===== config.mk =====
export PLATFORM = sky130hd
export DESIGN_NAME = basic_trigger_and_key_lockout
export DESIGN_NICKNAME = d
export VERILOG_FILES = /design/src/panel_trigger_key_lock_pkg.sv /design/src/timer_if.sv /design/src/basic_trigger_and_key_lockout.sv /design/src/interval_timer.sv
export VERILOG_INCLUDE_DIRS = /design/src
export SDC_FILE = /design/constraint.sdc
export NUM_CORES = 1
export LEC_CHECK = 0
export BUFFER_PORTS_ARGS = -buffer_cell sky130_fd_sc_hd__buf_2
export CAP_MARGIN = 20
export CORE_MARGIN = 8
export CORE_UTILIZATION = 55
export CTS_CLUSTER_DIAMETER = 40
export CTS_CLUSTER_SIZE = 40
export DETAILED_ROUTE_END_ITERATION = 7
export GPL_TIMING_DRIVEN = 0
export PLACE_DENSITY = 0.77
export SYNTH_ARGS = -nofsm -noshare
export SYNTH_HDL_FRONTEND = slang
export SYNTH_SLANG_ARGS = --single-unit

===== constraint.sdc =====
create_clock -name clk_i -period 7.5 [get_ports clk_i]
set_input_delay 1.5 -clock clk_i [delete_from_list [all_inputs] [get_ports clk_i]]
set_output_delay 1.5 -clock clk_i [all_outputs]
set_load 0.1 [all_outputs]

===== src/panel_trigger_key_lock_regs.svh =====
/*
  Register offsets, field positions, reset values and timing figures for the
  basic trigger and key lockout block.
  Assumes a 25 MHz system clock and a byte-addressed register port.
*/
`ifndef PANEL_TRIGGER_KEY_LOCK_REGS_SVH
`define PANEL_TRIGGER_KEY_LOCK_REGS_SVH

`define ADDR_W           8
`define ADDR_CMD         8'h00
`define ADDR_LOCK        8'h04
`define ADDR_PANEL_TRIGGER_KEY        8'h08
`define ADDR_IVL         8'h0c
`define ADDR_STAT        8'h10

`define CMD_HOST_BIT     0
`define CMD_PANEL_BIT    1
`define CMD_BASIC_BIT    2
`define CMD_BUSTRG_BIT   3

`define LOCK_FLAG_BIT    0
`define PANEL_TRIGGER_KEY_SRC_MSB     2
`define PANEL_TRIGGER_KEY_SRC_LSB     0
`define PANEL_TRIGGER_KEY_SINGLE_BIT  3

`define IVL_W            27
`define IVL_MIN          27'h0000001
`define IVL_MAX          27'h5f5e0ff
`define IVL_RESET        27'h0000064

`define KEYS_W           8
`define PRE_W            15

`define TIME_MS_NS       32'h000f4240
`define CLK_PERIOD_NS    32'h00000028

`endif


===== src/panel_trigger_key_lock_pkg.sv =====
/*
  Types shared by the basic trigger and key lockout design.
  Assumes panel_trigger_key_lock_regs.svh is on the include path.
*/
`include "panel_trigger_key_lock_regs.svh"

package panel_trigger_key_lock_pkg;

  typedef enum logic [2:0] {
    SRC_FREE  = 3'h0,
    SRC_KEY   = 3'h1,
    SRC_BUS   = 3'h2,
    SRC_REAR  = 3'h3,
    SRC_TIMER = 3'h4
  } panel_trigger_key_src_e;

  typedef enum logic [1:0] {
    RUN_IDLE = 2'h0,
    RUN_CONT = 2'h1
  } run_e;

  typedef struct packed {
    logic                  host_ctrl;
    logic                  lockout;
    logic                  basic;
    logic                  single;
    panel_trigger_key_src_e             src;
    logic [`IVL_W-1:0]     interval;
    run_e                  run;
    logic                  pending;
    logic                  bus_trg;
    logic                  restart;
    logic                  start;
    logic [`KEYS_W+1:0]    sync1;
    logic [`KEYS_W+1:0]    sync2;
    logic [1:0]            prev;
    logic [`KEYS_W-1:0]    keys;
    logic [31:0]           rdata;
  } ctrl_state_s;

  typedef struct packed {
    logic [`PRE_W-1:0]     pre;
    logic [`IVL_W-1:0]     ms;
    logic                  expire;
  } timer_state_s;

endpackage


===== src/timer_if.sv =====
/*
  Link between the trigger control and its millisecond interval timer.
  Assumes both ends run on the same clock.
*/
`timescale 1ns/10ps
`include "panel_trigger_key_lock_regs.svh"

interface timer_if;
  logic                  restart;
  logic [`IVL_W-1:0]     interval;
  logic                  expire;

  modport timer (input restart, input interval, output expire);
  modport ctrl  (output restart, output interval, input expire);
endinterface


===== src/basic_trigger_and_key_lockout.sv =====
/*
  Basic trigger control and front-panel key lockout with a register port.
  Assumes a 25 MHz clock, a synchronous active-low reset, register accesses
  tagged with the host port they came from, and a measurement engine that
  raises reading_busy_i while a reading is in progress.
*/
`timescale 1ns/10ps
`include "panel_trigger_key_lock_regs.svh"

module basic_trigger_and_key_lockout #(
  parameter int MS_CYCLES = `TIME_MS_NS / `CLK_PERIOD_NS
) (
  input  wire logic               clk_i,
  input  wire logic               rst_n_i,
  input  wire logic [`ADDR_W-1:0] addr_i,
  input  wire logic [31:0]        wdata_i,
  input  wire logic               wr_i,
  input  wire logic               rd_i,
  input  wire logic               serial_port_i,
  output logic [31:0]             rdata_o,
  input  wire logic               bus_get_i,
  input  wire logic               advanced_select_i,
  input  wire logic               panel_trigger_key_i,
  input  wire logic               rear_trigger_input_i,
  input  wire logic [`KEYS_W-1:0] panel_keys_i,
  input  wire logic               reading_busy_i,
  output logic                    reading_start_o,
  output logic [`KEYS_W-1:0]      panel_keys_o,
  output logic                    host_ctrl_o,
  output logic                    key_lockout_flag_o,
  output logic                    basic_active_o
);

  panel_trigger_key_lock_pkg::ctrl_state_s s;
  panel_trigger_key_lock_pkg::ctrl_state_s next_s;

  timer_if tmr ();

  interval_timer #(
    .MS_CYCLES (MS_CYCLES)
  ) u_timer (
    .clk_i   (clk_i),
    .rst_n_i (rst_n_i),
    .tmr     (tmr)
  );

  function automatic logic hit(input logic         strobe,
                               input logic [`ADDR_W-1:0] a,
                               input logic [`ADDR_W-1:0] target);
    hit = strobe && (a == target);
  endfunction

  function automatic logic src_ok(input logic [2:0] code);
    src_ok = (code <= panel_trigger_key_lock_pkg::SRC_TIMER);
  endfunction

  logic                 cmd_wr;
  logic                 lock_wr;
  logic                 panel_trigger_key_wr;
  logic                 ivl_wr;
  logic                 host_cmd;
  logic                 panel_cmd;
  logic                 lock_bit;
  logic                 key_rise;
  logic                 rear_rise;
  logic                 ev;
  logic                 keys_ok;
  logic                 pend;
  logic [2:0]           new_src;
  logic [`IVL_W-1:0]    new_ivl;

  assign cmd_wr    = hit(wr_i, addr_i, `ADDR_CMD);
  assign lock_wr   = hit(wr_i, addr_i, `ADDR_LOCK);
  assign panel_trigger_key_wr   = hit(wr_i, addr_i, `ADDR_PANEL_TRIGGER_KEY);
  assign ivl_wr    = hit(wr_i, addr_i, `ADDR_IVL);
  // host and panel mode changes come only from the serial port, like the lockout itself
  assign host_cmd  = cmd_wr && serial_port_i && wdata_i[`CMD_HOST_BIT];
  assign panel_cmd = cmd_wr && serial_port_i && wdata_i[`CMD_PANEL_BIT];
  assign lock_bit  = wdata_i[`LOCK_FLAG_BIT];
  assign new_src   = wdata_i[`PANEL_TRIGGER_KEY_SRC_MSB:`PANEL_TRIGGER_KEY_SRC_LSB];
  assign new_ivl   = wdata_i[`IVL_W-1:0];

  // only sync2 and prev feed edge detection; sync1 is read by sync2 alone
  assign key_rise  = s.sync2[0] && !s.prev[0] && !s.host_ctrl;
  assign rear_rise = s.sync2[1] && !s.prev[1];
  assign keys_ok   = !(s.host_ctrl && s.lockout);

  always_comb begin
    case (s.src)
      panel_trigger_key_lock_pkg::SRC_FREE:  ev = 1'b1;
      panel_trigger_key_lock_pkg::SRC_KEY:   ev = key_rise;
      panel_trigger_key_lock_pkg::SRC_BUS:   ev = s.bus_trg || bus_get_i;
      panel_trigger_key_lock_pkg::SRC_REAR:  ev = rear_rise;
      panel_trigger_key_lock_pkg::SRC_TIMER: ev = tmr.expire;
      default:                  ev = 1'b0;
    endcase
  end

  // an event landing while a reading runs is held, the clear on a start winning over a new event
  assign pend = s.pending || ev;

  always_comb begin
    next_s         = s;
    next_s.start   = 1'b0;
    next_s.bus_trg = 1'b0;
    next_s.restart = 1'b0;
    next_s.sync1   = {panel_keys_i, rear_trigger_input_i, panel_trigger_key_i};
    next_s.sync2   = s.sync1;
    next_s.prev    = s.sync2[1:0];
    next_s.keys    = keys_ok ? s.sync2[`KEYS_W+1:2] : '0;

    if (host_cmd && !panel_cmd) begin
      next_s.host_ctrl = 1'b1;
    end else if (panel_cmd) begin
      next_s.host_ctrl = 1'b0;
    end

    if (lock_wr && serial_port_i && s.host_ctrl) begin
      next_s.lockout = lock_bit;
    end

    if (cmd_wr && wdata_i[`CMD_BUSTRG_BIT]) begin
      next_s.bus_trg = 1'b1;
    end

    if (panel_trigger_key_wr && src_ok(new_src)) begin
      next_s.src     = panel_trigger_key_lock_pkg::panel_trigger_key_src_e'(new_src);
      next_s.single  = wdata_i[`PANEL_TRIGGER_KEY_SINGLE_BIT];
      next_s.restart = (new_src == panel_trigger_key_lock_pkg::SRC_TIMER) &&
                       (s.src != panel_trigger_key_lock_pkg::SRC_TIMER);
    end

    // out-of-range intervals are dropped so the timer never sees zero
    if (ivl_wr && new_ivl >= `IVL_MIN && new_ivl <= `IVL_MAX) begin
      next_s.interval = new_ivl;
      next_s.restart  = 1'b1;
    end

    if (!s.basic) begin
      next_s.run     = panel_trigger_key_lock_pkg::RUN_IDLE;
      next_s.pending = 1'b0;
    end else if (panel_trigger_key_wr) begin
      // a new mode or source starts from a quiet state
      next_s.run     = panel_trigger_key_lock_pkg::RUN_IDLE;
      next_s.pending = 1'b0;
    end else if (s.single) begin
      next_s.run = panel_trigger_key_lock_pkg::RUN_IDLE;
      if (pend && !reading_busy_i) begin
        next_s.start   = 1'b1;
        next_s.pending = 1'b0;
      end else begin
        next_s.pending = pend;
      end
    end else begin
      next_s.pending = 1'b0;
      if (ev) begin
        next_s.run = panel_trigger_key_lock_pkg::RUN_CONT;
      end
      if ((s.run == panel_trigger_key_lock_pkg::RUN_CONT || ev) && !reading_busy_i) begin
        next_s.start = 1'b1;
      end
    end

    if (advanced_select_i) begin
      next_s.basic   = 1'b0;
      next_s.run     = panel_trigger_key_lock_pkg::RUN_IDLE;
      next_s.pending = 1'b0;
      next_s.start   = 1'b0;
    end else if (cmd_wr && wdata_i[`CMD_BASIC_BIT]) begin
      next_s.basic = 1'b1;
    end

    next_s.rdata = 32'h00000000;
    if (rd_i) begin
      case (addr_i)
        `ADDR_LOCK: next_s.rdata[`LOCK_FLAG_BIT] = s.lockout;
        `ADDR_PANEL_TRIGGER_KEY: next_s.rdata = {28'h0000000, s.single, s.src};
        `ADDR_IVL:  next_s.rdata = {5'h00, s.interval};
        `ADDR_STAT: next_s.rdata = {28'h0000000, (s.run == panel_trigger_key_lock_pkg::RUN_CONT),
                                    keys_ok, s.basic, s.host_ctrl};
        default:    next_s.rdata = 32'h00000000;
      endcase
    end
  end

  always_ff @(posedge clk_i) begin
    if (!rst_n_i) begin
      s          <= '0;
      s.basic    <= 1'b1;
      s.interval <= `IVL_RESET;
    end else begin
      s <= next_s;
    end
  end

  assign tmr.restart        = s.restart;
  assign tmr.interval       = s.interval;
  assign rdata_o            = s.rdata;
  assign reading_start_o    = s.start;
  assign panel_keys_o       = s.keys;
  assign host_ctrl_o        = s.host_ctrl;
  assign key_lockout_flag_o = s.lockout;
  assign basic_active_o     = s.basic;
endmodule


===== src/interval_timer.sv =====
/*
  Millisecond interval timer: pulses expire once per programmed interval.
  Assumes interval stays within 1..99999999 ms and restart is a clean pulse.
*/
`timescale 1ns/10ps
`include "panel_trigger_key_lock_regs.svh"

module interval_timer #(
  parameter int MS_CYCLES = 25000
) (
  input  wire logic clk_i,
  input  wire logic rst_n_i,
  timer_if.timer    tmr
);

  panel_trigger_key_lock_pkg::timer_state_s s;
  panel_trigger_key_lock_pkg::timer_state_s next_s;

  always_comb begin
    next_s        = s;
    next_s.expire = 1'b0;
    if (tmr.restart) begin
      next_s.pre = '0;
      next_s.ms  = '0;
    end else if (s.pre == `PRE_W'(MS_CYCLES - 1)) begin
      next_s.pre = '0;
      if (s.ms + `IVL_W'(1) >= tmr.interval) begin
        next_s.ms     = '0;
        next_s.expire = 1'b1;
      end else begin
        next_s.ms = s.ms + `IVL_W'(1);
      end
    end else begin
      next_s.pre = s.pre + `PRE_W'(1);
    end
  end

  always_ff @(posedge clk_i) begin
    if (!rst_n_i) begin
      s <= '0;
    end else begin
      s <= next_s;
    end
  end

  assign tmr.expire = s.expire;
endmodule


==> flow_metrics.py <==
metrics = {
    "yosys": {
        "syn-instance-count": 779,
        "synth_seq_cells": 139,
        "yosys-top-cells-area": "dfxtp_1 (41%), ha_1 (5.4%), mux2i_1 (5.3%)",
        "synth_most_common_cell": "dfxtp_1",
        "ys_types": 52,
        "synthArstFlopShare_pct": 0,
        "postSynthAreaPerCell_um2": 8.68,
        "synth.top_cell.area_share_pct": 41.1,
        "synth_ff_type": "dfxtp_1",
        "yosys-top-cells-count": "dfxtp_1 (139), nand2_1 (80), nor2_1 (51)",
        "yosys_warnings": 0,
        "synth_edf_count": 0,
        "syn_area_um2": 6760,
        "yosys.area.top_type": "dfxtp_1",
        "ys_seq_area_share_pct": 41.1,
    },
    "critical_path": {
        "arrival_ps": 5300,
        "rr_endpoint": "u_timer.s[19]",
        "critPathRequiredTime_ps": 7820,
        "crit_type": "flop to flop",
        "slowest_stage": "nor4_1",
        "slowest_delay_ps": 580,
        "path_cells": "ha_1, nand3_1, nor4_1, and2_1, and3_1, xnor2_1, inv_1, ha_1, nand3_1, or4_1, nor3_1, o31a_1, clkbuf_1, clkbuf_1, a211oi_1, a31o_2",
        "r2r_setup_slack_ps": 2520,
        "cp_max_fo": 10,
        "endpoint_kind": "flop",
        "reg2reg_depth": 16,
        "reg2reg_from": "u_timer.s[1]",
        "worst_setup_path_start_kind": "flop",
        "critPathLaunch": "u_timer.s[1]",
    },
    "sta": {
        "finClkSkew_ps": 10.4,
        "setup-tns-final_ps": 0,
        "relSlewSlack_pct": 56.5,
        "fin_crit_sh_pct": 66.3,
        "worstMarginPinSlew_ps": 646,
        "hold_violations": 0,
        "setup_slack_ps": 2520,
        "final.min_clock_period_ps": 4980,
        "rsz0062_at_grt": "no",
        "setup_viol": 0,
        "max_freq_mhz": 201,
        "hold_slack_ps": 433,
        "drv_slew": 0,
    },
    "floorplanning": {
        "rows": 40,
        "start_util_pct": 56.3,
        "dieArea_um2": 16100,
        "die_w_um": 127,
        "dieHeight_um": 127,
        "ioPinCount": 102,
        "core_um2": 12000,
    },
    "power_and_ir_drop": {
        "power_frac_clock_pct": 45.8,
        "leakage_nw": 3.44,
        "netSwitchingFraction_pct": 29.0,
        "comb_power_share_pct": 12.2,
        "seq_power_share_pct": 42.0,
        "peakVddDrop_v": 0.000237,
        "p_sw_w": 0.000535,
        "p_int_w": 0.00131,
        "power_density_nw_per_um2": 230,
    },
    "routing": {
        "first_pass_iters": 5,
        "routed-via-count": 5805,
        "drtAntennaViolNets": 0,
        "via_per_inst": 5.52,
        "drc": 0,
        "finalWirelength_um": 16400,
        "drtIter0Drc": 472,
        "routedWlPerCell_um": 15.6,
    },
    "status": {
        "outcome": "finished clean",
    },
    "clock_tree": {
        "clock_sinks": 139,
        "postCtsResizedCells": 0,
        "cts_max_path_buffers": 2,
        "numCtsBuffers": 17,
        "ctsRootBufferMaster": "clkbuf_16",
        "clkTransAtPathRegs_ps": 70,
        "hold_buffers": 0,
        "cts_tree": "built",
        "clk_latency_ps": 430,
        "htreeDepth": 4,
        "cts_setup_buffers": 0,
    },
    "layout": {
        "antenna-diode-count": 0,
        "drive_gt1_share_pct": 21.0,
        "final_area_um2": 8010,
        "final_nets": 979,
        "syn2layout_area_growth_pct": 18.4,
        "post-route-util_pct": 66.7,
    },
    "global_route": {
        "grt_pass1_vias": 5545,
        "grt_usage_pct": 20.9,
        "grt_max_degree": 17,
        "antenna_found_initial": 0,
        "grt_pass1_wl_um": 27200,
        "grt_overflow": 0,
    },
    "placement": {
        "dp_hpwl_um": 12300,
        "io_buffers": 90,
        "dpl-instance-area_um2": 7410,
        "place_congestion": 0.919,
        "pre_cts_ws_ps": 2590,
    },
    "hold_path": {
        "min_path_cells": 1,
        "hold_path_end": "next_s[40]",
        "hp-class": "flop to flop",
        "min_from": "next_s[42]",
    },
    "flow_run": {
        "drv_cap": 0,
    },
}
[worst max-delay path: cells and delay by family, from the launching register on]
family / cells / cell delay (ps)
AND/OR/NAND/NOR: 7 / 2250
flip-flops: 1 / 430
buffers and inverters: 3 / 880
AO/OA/AOI/OAI: 3 / 620
XOR/XNOR: 1 / 150
adder cells (fa/ha/maj): 2 / 550
[power by group through the flow]
| stage | Clock [W] | Combinational [W] | Sequential, W |
|---|---|---|---|
| after floorplan | 0 | 0.000155 | 0.000790 |
| after global placement | 0 | 0.000221 | 0.000789 |
| after detailed placement | 0 | 0.000222 | 0.000790 |
| after CTS | 0.000857 | 0.000224 | 0.000774 |
| after global routing | 0.000893 | 0.000247 | 0.000776 |
| final | 0.000846 | 0.000225 | 0.000774 |
[layout by cell type (no fill, tap or decap), types with 6 or more instances in the layout]
cell type | synthesis | layout
buf_2 | 1 | 91
o21ai_0 | 8 | 8
mux2i_1 | 36 | 36
nand3_1 | 49 | 49
nand2_1 | 80 | 80
dfxtp_1 | 139 | 139
inv_1 | 46 | 46
buf_4 | 43 | 43
or4_1 | 20 | 20
clkbuf_16 | 0 | 17
clkbuf_1 | 31 | 31
nor2_1 | 51 | 51
ha_1 | 29 | 29
inv_8 | 0 | 6
nor3_1 | 32 | 32
and2_1 | 28 | 28
xnor2_1 | 20 | 20
nand4_1 | 13 | 13
a21oi_1 | 23 | 23
o31ai_1 | 7 | 7
and3_1 | 17 | 17
a31o_2 | 15 | 15
nor4_1 | 8 | 8
a211oi_1 | 21 | 21
xor2_1 | 18 | 18
[state kept, by name, summed over array words and instances, names as in the netlist]
register / cells
reading_start_o: 1
u_timer.s: 42
basic_active_o: 1
next_s: 12
panel_keys_o: 8
tmr.restart: 1
host_ctrl_o: 1
s: 17
tmr.interval: 27
rdata_o: 27
key_lockout_flag_o: 1
u_timer.tmr.expire: 1
[worst max-delay path by stage]
stage / to / slack, ps
2_1_floorplan: u_timer.s[12] / 3620
5_1_grt: u_timer.s[17] / 2190
4_1_cts: u_timer.s[3] / 2570
3_5_place_dp: u_timer.s[3] / 2590
6_report: u_timer.s[19] / 2520
3_3_place_gp: u_timer.s[16] / 2620
[final cells by class]
type	count	area [um^2]
sequential	139	2780
fill	1018	4000
timing repair buffer	90	450
clock inverter	15	171
buffer	80	470
inverter	46	173
multi-input combinational	518	3350
tap	147	184
clock buffer	17	425
[metrics by stage]
| stage | cells | power (W) |
|---|---|---|
| finish | 1052 | 0.00185 |
| global route | 1052 | 0.00192 |
| CTS | 1052 | 0.00186 |
| detailed placement | 1020 | 0.00101 |
| global placement | 1020 | 0.00101 |
| floorplan | 783 | 0.000944 |
[kinds of logic after synthesis]
logic type / synth area share [%]
AO/OA/AOI/OAI: 9.16
XOR/XNOR: 4.92
buffers and inverters: 9.51
flip-flops: 41.1
multiplexers: 5.49
other: 0.0555
AND/OR/NAND/NOR: 24.3
adder cells (fa/ha/maj): 5.37
[routing by layer]
metal | wire, um | part of all wire, % | GRT usage, % | up-vias
met1 | 7580 | 46 | 27.1 | 2700
met4 | 180 | 1.1 | 6.30 | 0
li1 | - | - | - | 2889
met2 | 7450 | 46 | 32.7 | 201
met5 | 0 | 0 | 0 | -
met3 | 1150 | 7.0 | 6.28 | 15
(Power assumes the default switching activity.)
